===== config.mk =====
export PLATFORM = sky130hd
export DESIGN_NAME = rswc_top
export DESIGN_NICKNAME = d
export VERILOG_FILES = /design/src/hw/rswc_pkg.sv /design/src/hw/rswc_top.sv
export VERILOG_INCLUDE_DIRS = /design/src /design/src/hw
export SDC_FILE = /design/constraint.sdc
export NUM_CORES = 1
export LEC_CHECK = 0
export BUFFER_PORTS_ARGS = -buffer_cell sky130_fd_sc_hd__clkbuf_2
export CAP_MARGIN = 20
export CORE_MARGIN = 3
export CORE_UTILIZATION = 44
export CTS_BUF_LIST = sky130_fd_sc_hd__clkbuf_8
export DETAILED_ROUTE_END_ITERATION = 16
export PLACE_DENSITY = 0.63
export SYNTH_ARGS = -nofsm -noshare
export SYNTH_HDL_FRONTEND = slang
export SYNTH_SLANG_ARGS = --single-unit

===== constraint.sdc =====
create_clock -name clock -period 3.59 [get_ports clock]
set_input_delay 0.5385 -clock clock [delete_from_list [all_inputs] [get_ports clock]]
set_output_delay 0.5385 -clock clock [all_outputs]
set_load 0.02 [all_outputs]

===== src/hw/rswc_params.svh =====
// Constants for the reset and sleep/wake-up sequencer.
// Assumes a single 20 MHz system clock; all counts derive from it.
`ifndef RSWC_PARAMS_SVH
`define RSWC_PARAMS_SVH

// System clock rate in kHz
`define RSWC_CLK_KHZ 20000

// Printed times, each in its own unit
`define RSWC_POR_MS 18
`define RSWC_HXT_MS 2
`define RSWC_LXT_MS 500
`define RSWC_WAKE_US 150
`define RSWC_RC_CLKS 34
`define RSWC_HXT_CLKS 32

// Derived cycle counts (least times round up)
`define RSWC_POR_CYC (`RSWC_POR_MS * `RSWC_CLK_KHZ)
`define RSWC_HXT_CYC (`RSWC_HXT_MS * `RSWC_CLK_KHZ + `RSWC_HXT_CLKS)
`define RSWC_LXT_CYC (`RSWC_LXT_MS * `RSWC_CLK_KHZ)
`define RSWC_WAKE_CYC ((`RSWC_WAKE_US * `RSWC_CLK_KHZ + 999) / 1000)

// Widths
`define RSWC_CNT_W 24
`define RSWC_PC_W 10

// Interrupt vector addresses per wake source
`define RSWC_VEC_EXT 10'h003
`define RSWC_VEC_PORT6 10'h006
`define RSWC_VEC_CMP 10'h015
`define RSWC_VEC_OTHER 10'h030

// Status flag values at power-on
`define RSWC_T_POR 1'b1
`define RSWC_P_POR 1'b1

`endif


===== src/hw/rswc_pkg.sv =====
// Types shared by the reset and sleep/wake-up sequencer.
// Assumes rswc_params.svh is on the include path.
`include "rswc_params.svh"

package rswc_pkg;

	// Oscillator mode chosen by configuration
	typedef enum logic [1:0] {OSC_RC, OSC_HXT, OSC_LXT} rswc_osc_t;

	// Wake source that ended a sleep
	typedef enum logic [2:0] {
		SRC_NONE, SRC_EXT, SRC_PORT6, SRC_CMP,
		SRC_ADC, SRC_SPI, SRC_PORT57, SRC_TIMER
	} rswc_src_t;

	// Wake enable bits
	typedef struct packed {
		logic extPinWakeEn;
		logic port6ChangeWakeEn;
		logic comparator1WakeEn;
		logic comparator2WakeEn;
		logic adcDoneWakeEn;
		logic spiRxWakeEn;
		logic port5WakeEn;
		logic port7WakeEn;
	} rswc_wake_en_t;

	// Wake events, one-cycle pulses from peripherals
	typedef struct packed {
		logic extPin;
		logic port6;
		logic cmp1;
		logic cmp2;
		logic adcDone;
		logic spiRx;
		logic port5;
		logic port7;
		logic tickOvf;
		logic tmr1;
		logic tmr2;
		logic tmr3;
		logic pwmMatch;
	} rswc_wake_ev_t;

	// Core control
	typedef struct packed {
		logic coreHold;
		logic pcClear;
		logic portsInput;
		logic wdtClear;
		logic powerDown;
		logic mainOscRun;
		logic subOscRun;
	} rswc_ctl_t;

	// Resume after wake-up
	typedef struct packed {
		logic resumePulse;
		logic vectorJump;
		logic [`RSWC_PC_W-1:0] vectorAddr;
	} rswc_resume_t;

	// Status flags
	typedef struct packed {
		logic timeoutFlag;
		logic powerDownFlag;
	} rswc_flags_t;

endpackage


===== src/hw/rswc_top.sv =====
// Reset and sleep/wake-up sequencer for an 8-bit core.
// Assumes one 20 MHz clock; the reset pin is asynchronous,
// all other inputs come from logic on the same clock.
//
// Operation
// - Reset on power-on, reset pin low, or enabled watchdog time-out.
// - After power-on, hold reset for one start-up period, about 18 ms.
// - Pin or watchdog reset: 34 clocks RC, 2 ms+32 clocks HXT, 500 ms LXT.
// - Reset keeps the oscillator running and clears the program counter.
// - Reset turns every port pin to input, drivers high impedance.
// - Reset clears the watchdog counter and its prescaler.
// - Sleep instruction powers down; watchdog cleared on entry, keeps counting.
// - Each non-reset wake source except tick, timer and PWM wakes only with its own enable bit.
// - Pin or watchdog wake resets; T and P flags show which.
// - Other wakes continue; interrupts off means next instruction.
// - Interrupts on before sleep means branch to the source vector.
// - Port 5 or port 7 wake never raises an interrupt.
// - Wake-up delay is 150 us, or 500 ms in low-crystal mode.
// - Watchdog on at sleep: only pin or watchdog can wake.
// - Tick, timer and PWM events wake from idle only, not sleep.
// - UART events never wake from sleep or idle.
// - Conversion in use keeps both clocks in green, or at sleep or idle with its wake enable set.
// - SPI wakes only as slave with its wake enable set.
`include "rswc_params.svh"

module rswc_top #(
	parameter int unsigned PorHoldCyc = `RSWC_POR_CYC,
	parameter int unsigned HxtCyc     = `RSWC_HXT_CYC,
	parameter int unsigned LxtCyc     = `RSWC_LXT_CYC
) (
	input  wire logic                   clock,
	input  wire logic                   rst,
	input  wire logic                   extResetPinN,
	input  wire logic                   wdtEnable,
	input  wire logic                   wdtTimeout,
	input  wire rswc_pkg::rswc_osc_t    oscMode,
	input  wire logic                   sleepInstruction,
	input  wire logic                   idleSelect,
	input  wire logic                   greenMode,
	input  wire logic                   globalIntEnableInstr,
	input  wire logic                   globalIntDisableInstr,
	input  wire logic                   spiIsSlave,
	input  wire logic                   adcActive,
	input  wire rswc_pkg::rswc_wake_en_t wakeEn,
	input  wire rswc_pkg::rswc_wake_ev_t wakeEv,
	output rswc_pkg::rswc_ctl_t         ctl,
	output rswc_pkg::rswc_resume_t      resume,
	output rswc_pkg::rswc_flags_t       flags
);
	import rswc_pkg::*;

	localparam int CW = `RSWC_CNT_W;
	localparam int PW = `RSWC_PC_W;

	// Refuse counts the delay counter cannot hold
	if (PorHoldCyc < 1 || PorHoldCyc >= (1 << CW))
		$error("PorHoldCyc out of range");
	if (HxtCyc < 1 || HxtCyc >= (1 << CW))
		$error("HxtCyc out of range");
	if (LxtCyc < 1 || LxtCyc >= (1 << CW))
		$error("LxtCyc out of range");

	typedef enum logic [1:0] {
		ST_HOLD, ST_RUN, ST_SLEEP, ST_WAKE
	} rswc_state_t;

	// Reset length after a pin or watchdog event
	function automatic logic [CW-1:0] rstLen(input rswc_osc_t m);
		unique case (m)
			OSC_RC:  rstLen = CW'(`RSWC_RC_CLKS);
			OSC_HXT: rstLen = CW'(HxtCyc);
			OSC_LXT: rstLen = CW'(LxtCyc);
			default: rstLen = CW'(LxtCyc);
		endcase
	endfunction

	// Wake-up delay; low crystal needs the long start-up
	function automatic logic [CW-1:0] wakeLen(input rswc_osc_t m);
		wakeLen = (m == OSC_LXT) ? CW'(LxtCyc)
			: CW'(`RSWC_WAKE_CYC);
	endfunction

	// Registers
	rswc_state_t     state_r;
	rswc_state_t     state_nxt;
	logic [CW-1:0]   cnt_r;
	logic [CW-1:0]   cnt_nxt;
	logic            pinMeta_r;
	logic            pinSync_r;
	logic            intEn_r;
	logic            intAtSleep_r;
	logic            wdtAtSleep_r;
	logic            idle_r;
	rswc_src_t       src_r;
	rswc_src_t       src_nxt;
	rswc_ctl_t       ctl_r;
	rswc_ctl_t       ctl_nxt;
	rswc_resume_t    res_r;
	rswc_resume_t    res_nxt;
	rswc_flags_t     flg_r;
	rswc_flags_t     flg_nxt;

	// Reset pin passes two flops; only the second is read
	always_ff @(posedge clock) begin
		if (rst) begin
			pinMeta_r <= 1'b1;
			pinSync_r <= 1'b1;
		end else begin
			pinMeta_r <= extResetPinN;
			pinSync_r <= pinMeta_r;
		end
	end

	// Reset causes
	wire pinLow  = ~pinSync_r;
	wire wdtHit  = wdtTimeout & wdtEnable;
	wire rstReq  = pinLow | wdtHit;

	// State decode
	wire inRun   = (state_r == ST_RUN);
	wire inSleep = (state_r == ST_SLEEP);
	wire inWake  = (state_r == ST_WAKE);
	wire inHold  = (state_r == ST_HOLD);
	wire cntDone = (cnt_r == CW'(1));
	wire goSleep = inRun & sleepInstruction;

	// Non-reset wake sources, each gated by its own enable
	wire wExt  = wakeEv.extPin & wakeEn.extPinWakeEn;
	wire wP6   = wakeEv.port6 & wakeEn.port6ChangeWakeEn;
	wire wCmp  = (wakeEv.cmp1 & wakeEn.comparator1WakeEn)
		| (wakeEv.cmp2 & wakeEn.comparator2WakeEn);
	wire wAdc  = wakeEv.adcDone & wakeEn.adcDoneWakeEn;
	wire wSpi  = wakeEv.spiRx & wakeEn.spiRxWakeEn
		& spiIsSlave;
	wire wP57  = (wakeEv.port5 & wakeEn.port5WakeEn)
		| (wakeEv.port7 & wakeEn.port7WakeEn);

	// Timer class wakes idle only; UART events have no path here
	wire wTmr  = idle_r & (wakeEv.tickOvf | wakeEv.tmr1
		| wakeEv.tmr2 | wakeEv.tmr3 | wakeEv.pwmMatch);

	// Watchdog on at entry blocks every non-reset wake
	wire nrOk  = ~wdtAtSleep_r;

	// Fixed priority; software is expected to enable only one
	wire rswc_src_t hitSrc =
		!nrOk ? SRC_NONE :
		wExt  ? SRC_EXT :
		wP6   ? SRC_PORT6 :
		wCmp  ? SRC_CMP :
		wAdc  ? SRC_ADC :
		wSpi  ? SRC_SPI :
		wP57  ? SRC_PORT57 :
		wTmr  ? SRC_TIMER : SRC_NONE;
	wire wakeHit = inSleep & (hitSrc != SRC_NONE);

	// Vector for the source that woke the core
	wire logic [PW-1:0] vecAddr =
		(src_r == SRC_EXT)   ? `RSWC_VEC_EXT :
		(src_r == SRC_PORT6) ? `RSWC_VEC_PORT6 :
		(src_r == SRC_CMP)   ? `RSWC_VEC_CMP :
		`RSWC_VEC_OTHER;

	// Port 5/7 wakes resume without an interrupt
	wire srcInts = (src_r != SRC_PORT57);
	wire jumpNow = inWake & cntDone & intAtSleep_r
		& srcInts;

	// Clocks follow the next state so they switch with powerDown, not a cycle late
	wire nxtSleep = (state_nxt == ST_SLEEP);
	wire nxtRun   = (state_nxt == ST_RUN);
	wire idleNxt  = goSleep ? idleSelect : idle_r;
	wire keepClk = adcActive & ((nxtSleep & wakeEn.adcDoneWakeEn)
		| (nxtRun & greenMode));
	wire deepSlp = nxtSleep & ~idleNxt;
	wire idleSlp = nxtSleep & idleNxt;
	wire mainOn  = ~(deepSlp | idleSlp | (nxtRun & greenMode))
		| keepClk | inHold;
	wire subOn   = ~deepSlp | keepClk | inHold;

	// Sequencer: reset requests override every state
	always_comb begin
		state_nxt = state_r;
		cnt_nxt   = cnt_r;
		src_nxt   = src_r;
		flg_nxt   = flg_r;
		if (rstReq) begin
			state_nxt = ST_HOLD;
			cnt_nxt   = rstLen(oscMode);
			if (wdtHit) begin
				flg_nxt.timeoutFlag = 1'b0;
				flg_nxt.powerDownFlag = ~(inSleep | inWake);
			end else if (inSleep | inWake) begin
				flg_nxt.timeoutFlag = 1'b1;
				flg_nxt.powerDownFlag = 1'b0;
			end
		end else begin
			unique case (state_r)
				ST_HOLD: begin
					if (cntDone) begin
						state_nxt = ST_RUN;
					end else begin
						cnt_nxt = cnt_r - CW'(1);
					end
				end
				ST_RUN: begin
					if (goSleep) begin
						state_nxt = ST_SLEEP;
						flg_nxt.timeoutFlag = 1'b1;
						flg_nxt.powerDownFlag = 1'b0;
					end
				end
				ST_SLEEP: begin
					if (wakeHit) begin
						state_nxt = ST_WAKE;
						src_nxt   = hitSrc;
						cnt_nxt   = wakeLen(oscMode);
					end
				end
				ST_WAKE: begin
					if (cntDone) begin
						state_nxt = ST_RUN;
					end else begin
						cnt_nxt = cnt_r - CW'(1);
					end
				end
			endcase
		end
	end

	// Core control outputs for the next cycle
	always_comb begin
		ctl_nxt.coreHold   = (state_nxt == ST_HOLD);
		ctl_nxt.pcClear    = (state_nxt == ST_HOLD);
		ctl_nxt.portsInput = (state_nxt == ST_HOLD);
		ctl_nxt.wdtClear   = (state_nxt == ST_HOLD)
			| goSleep;
		ctl_nxt.powerDown  = (state_nxt == ST_SLEEP)
			| (state_nxt == ST_WAKE);
		ctl_nxt.mainOscRun = mainOn | (state_nxt == ST_HOLD);
		ctl_nxt.subOscRun  = subOn | (state_nxt == ST_HOLD);
		res_nxt.resumePulse = inWake & cntDone & ~rstReq;
		res_nxt.vectorJump  = jumpNow & ~rstReq;
		res_nxt.vectorAddr  = jumpNow ? vecAddr : res_r.vectorAddr;
	end

	// Main state and counter; power-on uses the long start-up
	always_ff @(posedge clock) begin
		if (rst) begin
			state_r <= ST_HOLD;
			cnt_r   <= CW'(PorHoldCyc);
			src_r   <= SRC_NONE;
			flg_r   <= {`RSWC_T_POR, `RSWC_P_POR};
		end else begin
			state_r <= state_nxt;
			cnt_r   <= cnt_nxt;
			src_r   <= src_nxt;
			flg_r   <= flg_nxt;
		end
	end

	// Global interrupt enable follows the enable and disable instructions
	always_ff @(posedge clock) begin
		if (rst | (rstReq & ~inHold)) begin
			intEn_r <= 1'b0;
		end else if (globalIntEnableInstr) begin
			intEn_r <= 1'b1;
		end else if (globalIntDisableInstr) begin
			intEn_r <= 1'b0;
		end
	end

	// Settings frozen at sleep entry decide how the wake ends
	always_ff @(posedge clock) begin
		if (rst) begin
			intAtSleep_r <= 1'b0;
			wdtAtSleep_r <= 1'b0;
			idle_r       <= 1'b0;
		end else if (goSleep) begin
			intAtSleep_r <= intEn_r;
			wdtAtSleep_r <= wdtEnable;
			idle_r       <= idleSelect;
		end
	end

	// Registered outputs; reset holds the core with clocks up
	always_ff @(posedge clock) begin
		if (rst) begin
			ctl_r <= '{coreHold: 1'b1, pcClear: 1'b1,
				portsInput: 1'b1, wdtClear: 1'b1,
				powerDown: 1'b0, mainOscRun: 1'b1,
				subOscRun: 1'b1};
			res_r <= '0;
		end else begin
			ctl_r <= ctl_nxt;
			res_r <= res_nxt;
		end
	end

	// Ports come straight from flops
	assign ctl    = ctl_r;
	assign resume = res_r;
	assign flags  = flg_r;

	// Note: the wake counter shares the hold counter, so a reset
	// during a wake delay simply reloads it with the reset length.
	// Watchdog counting during sleep belongs to the watchdog itself;
	// this block only clears it on entry and never stops it.

endmodule


==> impl_metrics.yaml, run 1 <==
place:
  io_buffers: 50
  hpwl_um: 5750
  gp_congestion: 0.902
  dp_slack_ns: 0.609
  placed_cells: 476
clocking:
  cts_max_level: 2
  numCtsBuffers: 5
  path_clk_slew_ns: 0.10
  clk_latency_ns: 0.31
  cts_tree: "done"
  numClockSinks: 49
  cts_buffer_depth: 2
  postCtsResizedCells: 0
  root_buffer: "clkbuf_8"
  post_cts_buffers: 0
  ctsHoldBuffers: 0
synthesis:
  netlist_area_um2: 2940
  synth_top_cell_by_area: "dfxtp_1"
  synthTopCellsByCount: "dfxtp_1 (49), nor2_1 (33), nand2_1 (27)"
  ys_dominant_reg_cell: "dfxtp_1"
  synth-seq-cells: 49
  synth_edf_count: 0
  async_flop_share: 0
  synth.area.top_cells: "dfxtp_1 (33%), nor2_1 (4.2%), nand2_1 (3.4%)"
  syn_area_per_cell_um2: 8.04
  ys_types: 67
  synth_top_cell_area_share: 0.333
  ys_seq_area_frac: 0.333
  synthCells: 366
  yosysMostFrequentCell: "dfxtp_1"
  yosysWarnings: 0
setup_path:
  timing_worst_setup_path_type: "register to register"
  arrival_ns: 3.32
  path_common_cell: "or4_1"
  crit_fanout: 15
  end_kind: "register"
  crit_chain: "or4_1 > or4_1 > nor3_1 > a311oi_1 > buf_4 > o21ai_0 > o32a_1"
  r2r_slack_ns: 0.54
  r2r_cells: 7
  reg2reg_from: "cnt_r[4]$_SDFFE_PP0P_"
  r2r-end: "cnt_r[10]$_SDFFE_PP1P_"
  cp_slowest_cell: "or4_1"
  critPathMaxStageDelay_ns: 0.72
  cp-startpoint: "cnt_r[4]$_SDFFE_PP0P_"
  start_kind: "register"
  cp.required_ns: 3.85
  setup.worst_path.end: "cnt_r[10]$_SDFFE_PP1P_"
worst_hold_path:
  hold_class: "input pin to register"
global_routing:
  globalRoute.totalOverflow: 0
  track_usage: 0.207
  grt_pass1_wl_um: 12600
  grt_max_degree: 29
  first_global_vias: 2652
  grt_antenna_before_repair: 0
timing:
  tightest_slew_ns: 0.710
  fmax_mhz: 328
  layout_setup_ws_ns: 0.537
  slew_violations: 0
  clock_skew_ns: 0.0130
  post-route-min-period_ns: 3.05
  min_period_over_period: 0.850
  holdWs_ns: 0.409
  maxSlewHeadroom: 0.514
  setup_violations: 0
  tns_ns: 0
  hold_violations: 0
  rsz0062_at_grt: "false"
layout:
  nFillCells: 640
  finalNonFillerCells: 484
  antennaDiodeCount: 0
  syn_to_final_growth_pct: 11.9
  drive_above_1_share: 0.197
  nNetsFinal: 448
  fin_util: 0.513
power:
  p_leak_nw: 1.33
  ir_drop_mv: 0.227
  powerDensity_nw_per_um2: 342
floorplan:
  die_x_um: 87.8
  rows: 29
  coreArea_um2: 6420
  start_util: 0.458
  fp.dieH_um: 87.8
  die_area_um2: 7710
  io_pins: 56
routing:
  drc: 0
  vias: 2934
  first_iter_violations: 216
  post_drt_via_cell_ratio: 6.06
  drtPass1Iterations: 5
  wl_per_cell_um: 15.8
  postRouteAntennaNets: 0
  wirelength_um: 7630
status:
  status: "finished clean"
job:
  drv_cap: 0
## cell usage in the layout, fill, tap and decap left out, types with 7 or more instances in the layout
master / Yosys / final
nand3_1: 8 / 8
nor2_1: 33 / 33
nor3_1: 20 / 20
dfxtp_1: 49 / 49
clkbuf_2: 0 / 50
or3_1: 7 / 7
a21oi_1: 19 / 19
inv_1: 19 / 20
o21ai_0: 18 / 18
ha_1: 7 / 7
or4_1: 7 / 7
nand2_1: 27 / 27
## kinds of logic after synthesis
group	share of synthesized area
adder cells (fa/ha/maj)	0.0297
XOR/XNOR	0.0119
flip-flops	0.333
buffers and inverters	0.0714
multiplexers	0.0170
other	0.00127
AND/OR/NAND/NOR	0.248
AO/OA/AOI/OAI	0.288
## cell type report
class                   count  area [um^2]  share of cell area
multi-input cells         275         1770               0.537
flip-flops and latches     49          981               0.298
repair buffers             56          295              0.0896
well taps                  77         96.3              0.0292
inverters                  19         71.3              0.0216
clock buffers               5         68.8              0.0209
clock inverters             3         13.8             0.00418
## how the worst min path moves through the flow
stage	endpoint	cells after the start	slack, ns	start
6_report	pinMeta_r$_SDFF_PP1_	2	0.41	extResetPinN
5_1_grt	pinMeta_r$_SDFF_PP1_	2	0.41	extResetPinN
4_1_cts	pinMeta_r$_SDFF_PP1_	2	0.40	extResetPinN
3_5_place_dp	pinSync_r$_SDFF_PP1_	1	0.40	pinMeta_r$_SDFF_PP1_
3_3_place_gp	pinSync_r$_SDFF_PP1_	1	0.40	pinMeta_r$_SDFF_PP1_
2_1_floorplan	pinSync_r$_SDFF_PP1_	1	0.39	pinMeta_r$_SDFF_PP1_
## per-layer routing
metal / share of wire / routed length, um / track usage / vias up
met4: 0.016 / 120 / 0.0683 / 0
li1: - / - / - / 1428
met5: 0 / 0 / 0 / -
met1: 0.44 / 3390 / 0.277 / 1399
met3: 0.056 / 425 / 0.0386 / 10
met2: 0.48 / 3700 / 0.337 / 97
## worst max-delay path: cells and delay by family, from the launching register on
kind | cells | cell delay (ns)
AO/OA/AOI/OAI | 3 | 0.76
buffers and inverters | 1 | 0.22
flip-flops | 1 | 0.38
AND/OR/NAND/NOR | 3 | 1.66
## stage by stage
stage                     instance area (um^2)  power, W
after floorplan                           2960  0.000751
after global placement                    3210  0.000813
after detailed placement                  3210  0.000815
after CTS                                 3290   0.00114
after global routing                      3290   0.00118
final                                     3290   0.00113
## flip-flops by register name, summed over array words and instances (netlist names)
register and count:
pinSync_r 1, ctl 5, pinMeta_r 1, state_r 2, flags 2, intEn_r 1
src_r 3, resume 7, intAtSleep_r 1, wdtAtSleep_r 1, cnt_r 24, idle_r 1
## power breakdown
group / total, W / leakage (nW) / internal, W / switching (W)
registers: 0.000595 / 0.401 / 0.000569 / 0.0000255
clock network: 0.000322 / 0.0491 / 0.000133 / 0.000189
logic: 0.000211 / 0.880 / 0.0000858 / 0.000125
total: 0.00113 / 1.33 / 0.000788 / 0.000340
Power figures use the tool's default switching activity.
==> run 2, diff against run 1 <==
Settings changed: BUFFER_PORTS_ARGS -buffer_cell sky130_fd_sc_hd__clkbuf_2 to -buffer_cell sky130_fd_sc_hd__buf_2, PLACE_DENSITY 0.63 to 0.65.
Clock period 3.59 ns to 2.47 ns, I/O delays scaled along.
==> impl_metrics.yaml, run 2 (synthesized netlist as in run 1, its figures left out) <==
status:
  status: "complete, but fails checks"
  violations: "setup timing"
timing:
  fmax_mhz: 390
  setup_violations: 11
  layout_setup_ws_ns: -0.0945
  rsz0062_at_grt: "true"
  tns_ns: -0.501
  clock_skew_ns: 0.00721
  slew_violations: 0
  min_period_over_period: 1.04
  hold_violations: 0
  post-route-min-period_ns: 2.56
  holdWs_ns: 0.250
layout:
  nNetsFinal: 496
  stdcell_area_um2: 3780
  syn_to_final_growth_pct: 28.3
  finalNonFillerCells: 532
  register_area_um2: 985
  drive_above_1_share: 0.325
  largest_reg_flops: 24
  layout_commonest_cell: "buf_4"
  nFillCells: 592
  regMostFlops: "cnt_r"
  fin_util: 0.588
  mostFrequentLayoutCells: "buf_4 (54), buf_2 (50), dfxtp_1 (46), nor2_1 (33), nand2_1 (26)"
  multi_input_comb_area_um2: 1890
  antennaDiodeCount: 0
global_routing:
  first_global_vias: 2890
  globalRoute.totalOverflow: 0
  grt_pass1_wl_um: 13900
  grt_antenna_before_repair: 0
  grt_max_degree: 29
  track_usage: 0.225
routing:
  vias: 3118
  wirelength_um: 8390
  drc: 0
  drtPass1Iterations: 5
  wl_per_cell_um: 15.8
  post_drt_via_cell_ratio: 5.86
  postRouteAntennaNets: 0
  first_iter_violations: 298
setup_path:
  crit_fanout: 6
  cp_slowest_cell: "or4_4"
  r2r_cells: 6
  end_kind: "register"
  cp.required_ns: 2.66
  start_kind: "register"
  arrival_ns: 2.75
  timing_worst_setup_path_type: "register to register"
  crit_chain: "or4_4 > or4_4 > or4_4 > o21bai_4 > a22oi_1 > nor2_1"
  critPathMaxStageDelay_ns: 0.59
  path_common_cell: "or4_4"
worst_hold_path:
  whs_path_depth: 2
  hold_class: "input pin to register"
place:
  placed_cells: 521
  gp_congestion: 0.881
  hpwl_um: 6410
  placed_area_um2: 3590
  io_buffers: 50
clocking:
  cts_max_level: 2
  root_buffer: "clkbuf_8"
  cts_tree: "done"
  path_clk_slew_ns: 0.09
  numCtsBuffers: 5
  clk_latency_ns: 0.30
  cts_buffer_depth: 2
  numClockSinks: 49
job:
  drv_cap: 0
floorplan:
  die_x_um: 87.8
  fp.dieH_um: 87.8
  die_area_um2: 7710
  rows: 29
  coreArea_um2: 6420
  start_util: 0.458
  io_pins: 56
power:
  powerDensity_nw_per_um2: 451
  p_leak_nw: 1.58
  ir_drop_mv: 0.317
[run 2: cell count changes in the layout (fill, tap and decap cells not counted), moves of 3 or more]
| cell | before | now |
|---|---|---|
| buf_4 | 6 | 54 |
| clkbuf_2 | 50 | 0 |
| or4_4 | 1 | 4 |
| o21ai_0 | 18 | 14 |
| dfxtp_1 | 49 | 46 |
| buf_2 | 0 | 50 |
| or4_1 | 7 | 4 |
| dfxtp_2 | 0 | 3 |
[run 2: metal layers]
metal  part of all wire  vias up  global-route usage
li1                   -     1522                   -
met1               0.46     1478               0.301
met2               0.48      112               0.376
met3              0.051        6              0.0452
met4             0.0067        0              0.0502
met5                  0        -                   0
[run 2: worst max-delay path, delay by kind of cell, from the launching register on]
kind | cells | cell delay (ns)
AO/OA/AOI/OAI | 2 | 0.38
flip-flops | 1 | 0.32
AND/OR/NAND/NOR | 4 | 1.74
[run 2: final timing paths]
kind                                             start                      to  slack, ns
worst min-delay path                      extResetPinN    pinMeta_r$_SDFF_PP1_       0.25
worst min register to register    pinMeta_r$_SDFF_PP1_    pinSync_r$_SDFF_PP1_       0.41
worst max-delay path            cnt_r[15]$_SDFFE_PP0P_  resume[2]$_SDFFE_PP0P_      -0.09
worst max register to register  cnt_r[15]$_SDFFE_PP0P_  resume[2]$_SDFFE_PP0P_      -0.09
[run 2: what timing repair did]
action,in CTS,in global routing
setup buffers,1,2
resized for setup,3,21
pin swaps,1,8
hold buffers,0,0
endpoints found under the setup margin,17,30
[run 2: final cells by class]
cell class / count / share of cell area
Inverter: 19 / 0.0189
Timing Repair Buffer: 104 / 0.174
Tap cell: 77 / 0.0255
Multi-Input combinational cell: 275 / 0.500
Sequential cell: 49 / 0.261
Clock inverter: 3 / 0.00364
Clock buffer: 5 / 0.0182
[run 2: power breakdown]
part	leakage [nW]	internal (W)	switching [W]
Clock	0.0491	0.000193	0.000271
Sequential	0.401	0.000829	0.0000238
Combinational	1.13	0.000173	0.000215
Total	1.58	0.00119	0.000510
[run 2: per-stage QoR]
stage,power [W],setup slack [ns]
4_1_cts,0.00170,-0.0656
6_report,0.00170,-0.0945
2_1_floorplan,0.00110,-0.157
3_5_place_dp,0.00124,-0.102
5_1_grt,0.00180,-0.139
3_3_place_gp,0.00124,-0.0888
==> run 3, diff against run 2 <==
Settings changed: CTS_BUF_LIST sky130_fd_sc_hd__clkbuf_8 to sky130_fd_sc_hd__clkbuf_4, SLEW_MARGIN from default to 5.
==> impl_metrics.yaml, run 3 (synthesized netlist as in run 1, its figures left out) <==
status:
  status: "complete, but fails checks"
  violations: "setup timing"
layout:
  drive_above_1_share: 0.336
  regMostFlops: "cnt_r"
  multi_input_comb_area_um2: 1920
  largest_reg_flops: 24
  nNetsFinal: 496
  antennaDiodeCount: 0
  layout_commonest_cell: "buf_4"
  syn_to_final_growth_pct: 28.5
  nFillCells: 590
  register_area_um2: 983
  mostFrequentLayoutCells: "buf_4 (53), buf_2 (50), dfxtp_1 (47), nor2_1 (33), nand2_1 (25)"
setup_path:
  cp-startpoint: "cnt_r[16]$_SDFFE_PP1P_"
  r2r_cells: 6
  reg2reg_from: "cnt_r[16]$_SDFFE_PP1P_"
  cp.required_ns: 2.73
  arrival_ns: 2.81
  r2r_slack_ns: -0.09
  crit_fanout: 6
  timing_worst_setup_path_type: "register to register"
  r2r-end: "resume[2]$_SDFFE_PP0P_"
  end_kind: "register"
  start_kind: "register"
  setup.worst_path.end: "resume[2]$_SDFFE_PP0P_"
clocking:
  root_buffer: "clkbuf_4"
  numCtsBuffers: 5
  numClockSinks: 49
  cts_buffer_depth: 2
  ctsHoldBuffers: 0
  path_clk_slew_ns: 0.14
  cts_max_level: 2
  cts_tree: "done"
  clk_latency_ns: 0.37
timing:
  fmax_mhz: 391
  min_period_over_period: 1.03
  layout_setup_ws_ns: -0.0854
  clock_skew_ns: 0.0127
  rsz0062_at_grt: "true"
  post-route-min-period_ns: 2.56
  setup_violations: 9
  hold_violations: 0
  slew_violations: 0
place:
  io_buffers: 50
  hpwl_um: 6410
  dp_slack_ns: -0.102
  gp_congestion: 0.881
power:
  pwr-share-comb: 0.240
  switchingPower_w: 0.000499
  power_frac_clock: 0.235
  ir_drop_mv: 0.306
  swShare: 0.308
  powerDensity_nw_per_um2: 429
  power.total_w: 0.00162
  p_seq_frac: 0.526
  p_int_w: 0.00112
  p_leak_nw: 1.58
global_routing:
  first_global_vias: 2903
  grt_pass1_wl_um: 13900
  globalRoute.totalOverflow: 0
  track_usage: 0.226
  grt_max_degree: 29
  grt_antenna_before_repair: 0
routing:
  postRouteAntennaNets: 0
  post_drt_via_cell_ratio: 5.84
  drc: 0
  first_iter_violations: 245
  wirelength_um: 8520
  vias: 3106
  wl_per_cell_um: 16.0
  drtPass1Iterations: 5
job:
  drv_cap: 0
floorplan:
  rows: 29
  coreArea_um2: 6420
  die_area_um2: 7710
  die_x_um: 87.8
  start_util: 0.458
  io_pins: 56
  fp.dieH_um: 87.8
worst_hold_path:
  hold_class: "input pin to register"
run 3: cell count changes in the layout (fill, tap and decap cells not counted), moves of 2 or more:
cell	change
clkbuf_4	+6
clkbuf_8	-5
nand2_2	+2
nor3_1	-2
nor3_2	+3
run 3: worst min-delay path by stage:
stage / from / to / slack, ns / cells past startpoint
6_report: extResetPinN / pinMeta_r$_SDFF_PP1_ / 0.18 / 2
5_1_grt: extResetPinN / pinMeta_r$_SDFF_PP1_ / 0.14 / 2
3_3_place_gp: pinMeta_r$_SDFF_PP1_ / pinSync_r$_SDFF_PP1_ / 0.39 / 1
2_1_floorplan: pinMeta_r$_SDFF_PP1_ / pinSync_r$_SDFF_PP1_ / 0.39 / 1
4_1_cts: extResetPinN / pinMeta_r$_SDFF_PP1_ / 0.17 / 2
3_5_place_dp: pinMeta_r$_SDFF_PP1_ / pinSync_r$_SDFF_PP1_ / 0.39 / 1
run 3: repair_timing:
item / in CTS / in global routing
resized for setup: 3 / 27
setup buffers: 1 / 2
pin swaps: 2 / 6
endpoints found under the setup margin: 17 / 29
hold endpoints to repair: 0 / 0
run 3: per-layer routing:
metal / vias up / global-route usage / part of all wire
met1: 1476 / 0.301 / 0.45
met4: 0 / 0.0544 / 0.011
met2: 95 / 0.378 / 0.48
met5: - / 0 / 0
met3: 9 / 0.0433 / 0.054
li1: 1526 / - / -
run 3: worst max-delay path: stages, from the launching register on:
cell and delay, ns:
dfxtp_2 0.34, or4_4 0.53, or4_4 0.58, or4_4 0.55, o21bai_4 0.20, a22oi_1 0.18, nor2_1 0.05
run 3: layout make-up:
type	count	area share
Multi-Input combinational cell	275	0.507
Timing Repair Buffer	104	0.174
Tap cell	77	0.0255
Clock buffer	6	0.0119
Sequential cell	49	0.260
Inverter	19	0.0189
Clock inverter	2	0.00265
run 3: power by group through the flow:
stage | Sequential (W) | Clock (W) | Combinational (W)
floorplan | 0.000876 | 0 | 0.000223
global placement | 0.000868 | 0 | 0.000370
detailed placement | 0.000869 | 0 | 0.000372
CTS | 0.000852 | 0.000392 | 0.000376
global route | 0.000858 | 0.000435 | 0.000427
finish | 0.000853 | 0.000381 | 0.000389
run 3: stage by stage:
| step | TNS (ns) | util | hold WS (ns) | cells | area, um^2 |
|---|---|---|---|---|---|
| after floorplan | -0.737 | - | 0.389 | 370 | 3020 |
| after global placement | -0.550 | 0.559 | 0.394 | 521 | 3590 |
| after detailed placement | -0.824 | 0.559 | 0.395 | 521 | 3590 |
| after CTS | -0.370 | 0.570 | 0.171 | 530 | 3660 |
| after global routing | -1.40 | 0.589 | 0.144 | 532 | 3780 |
| final | -0.335 | 0.589 | 0.185 | 532 | 3780 |
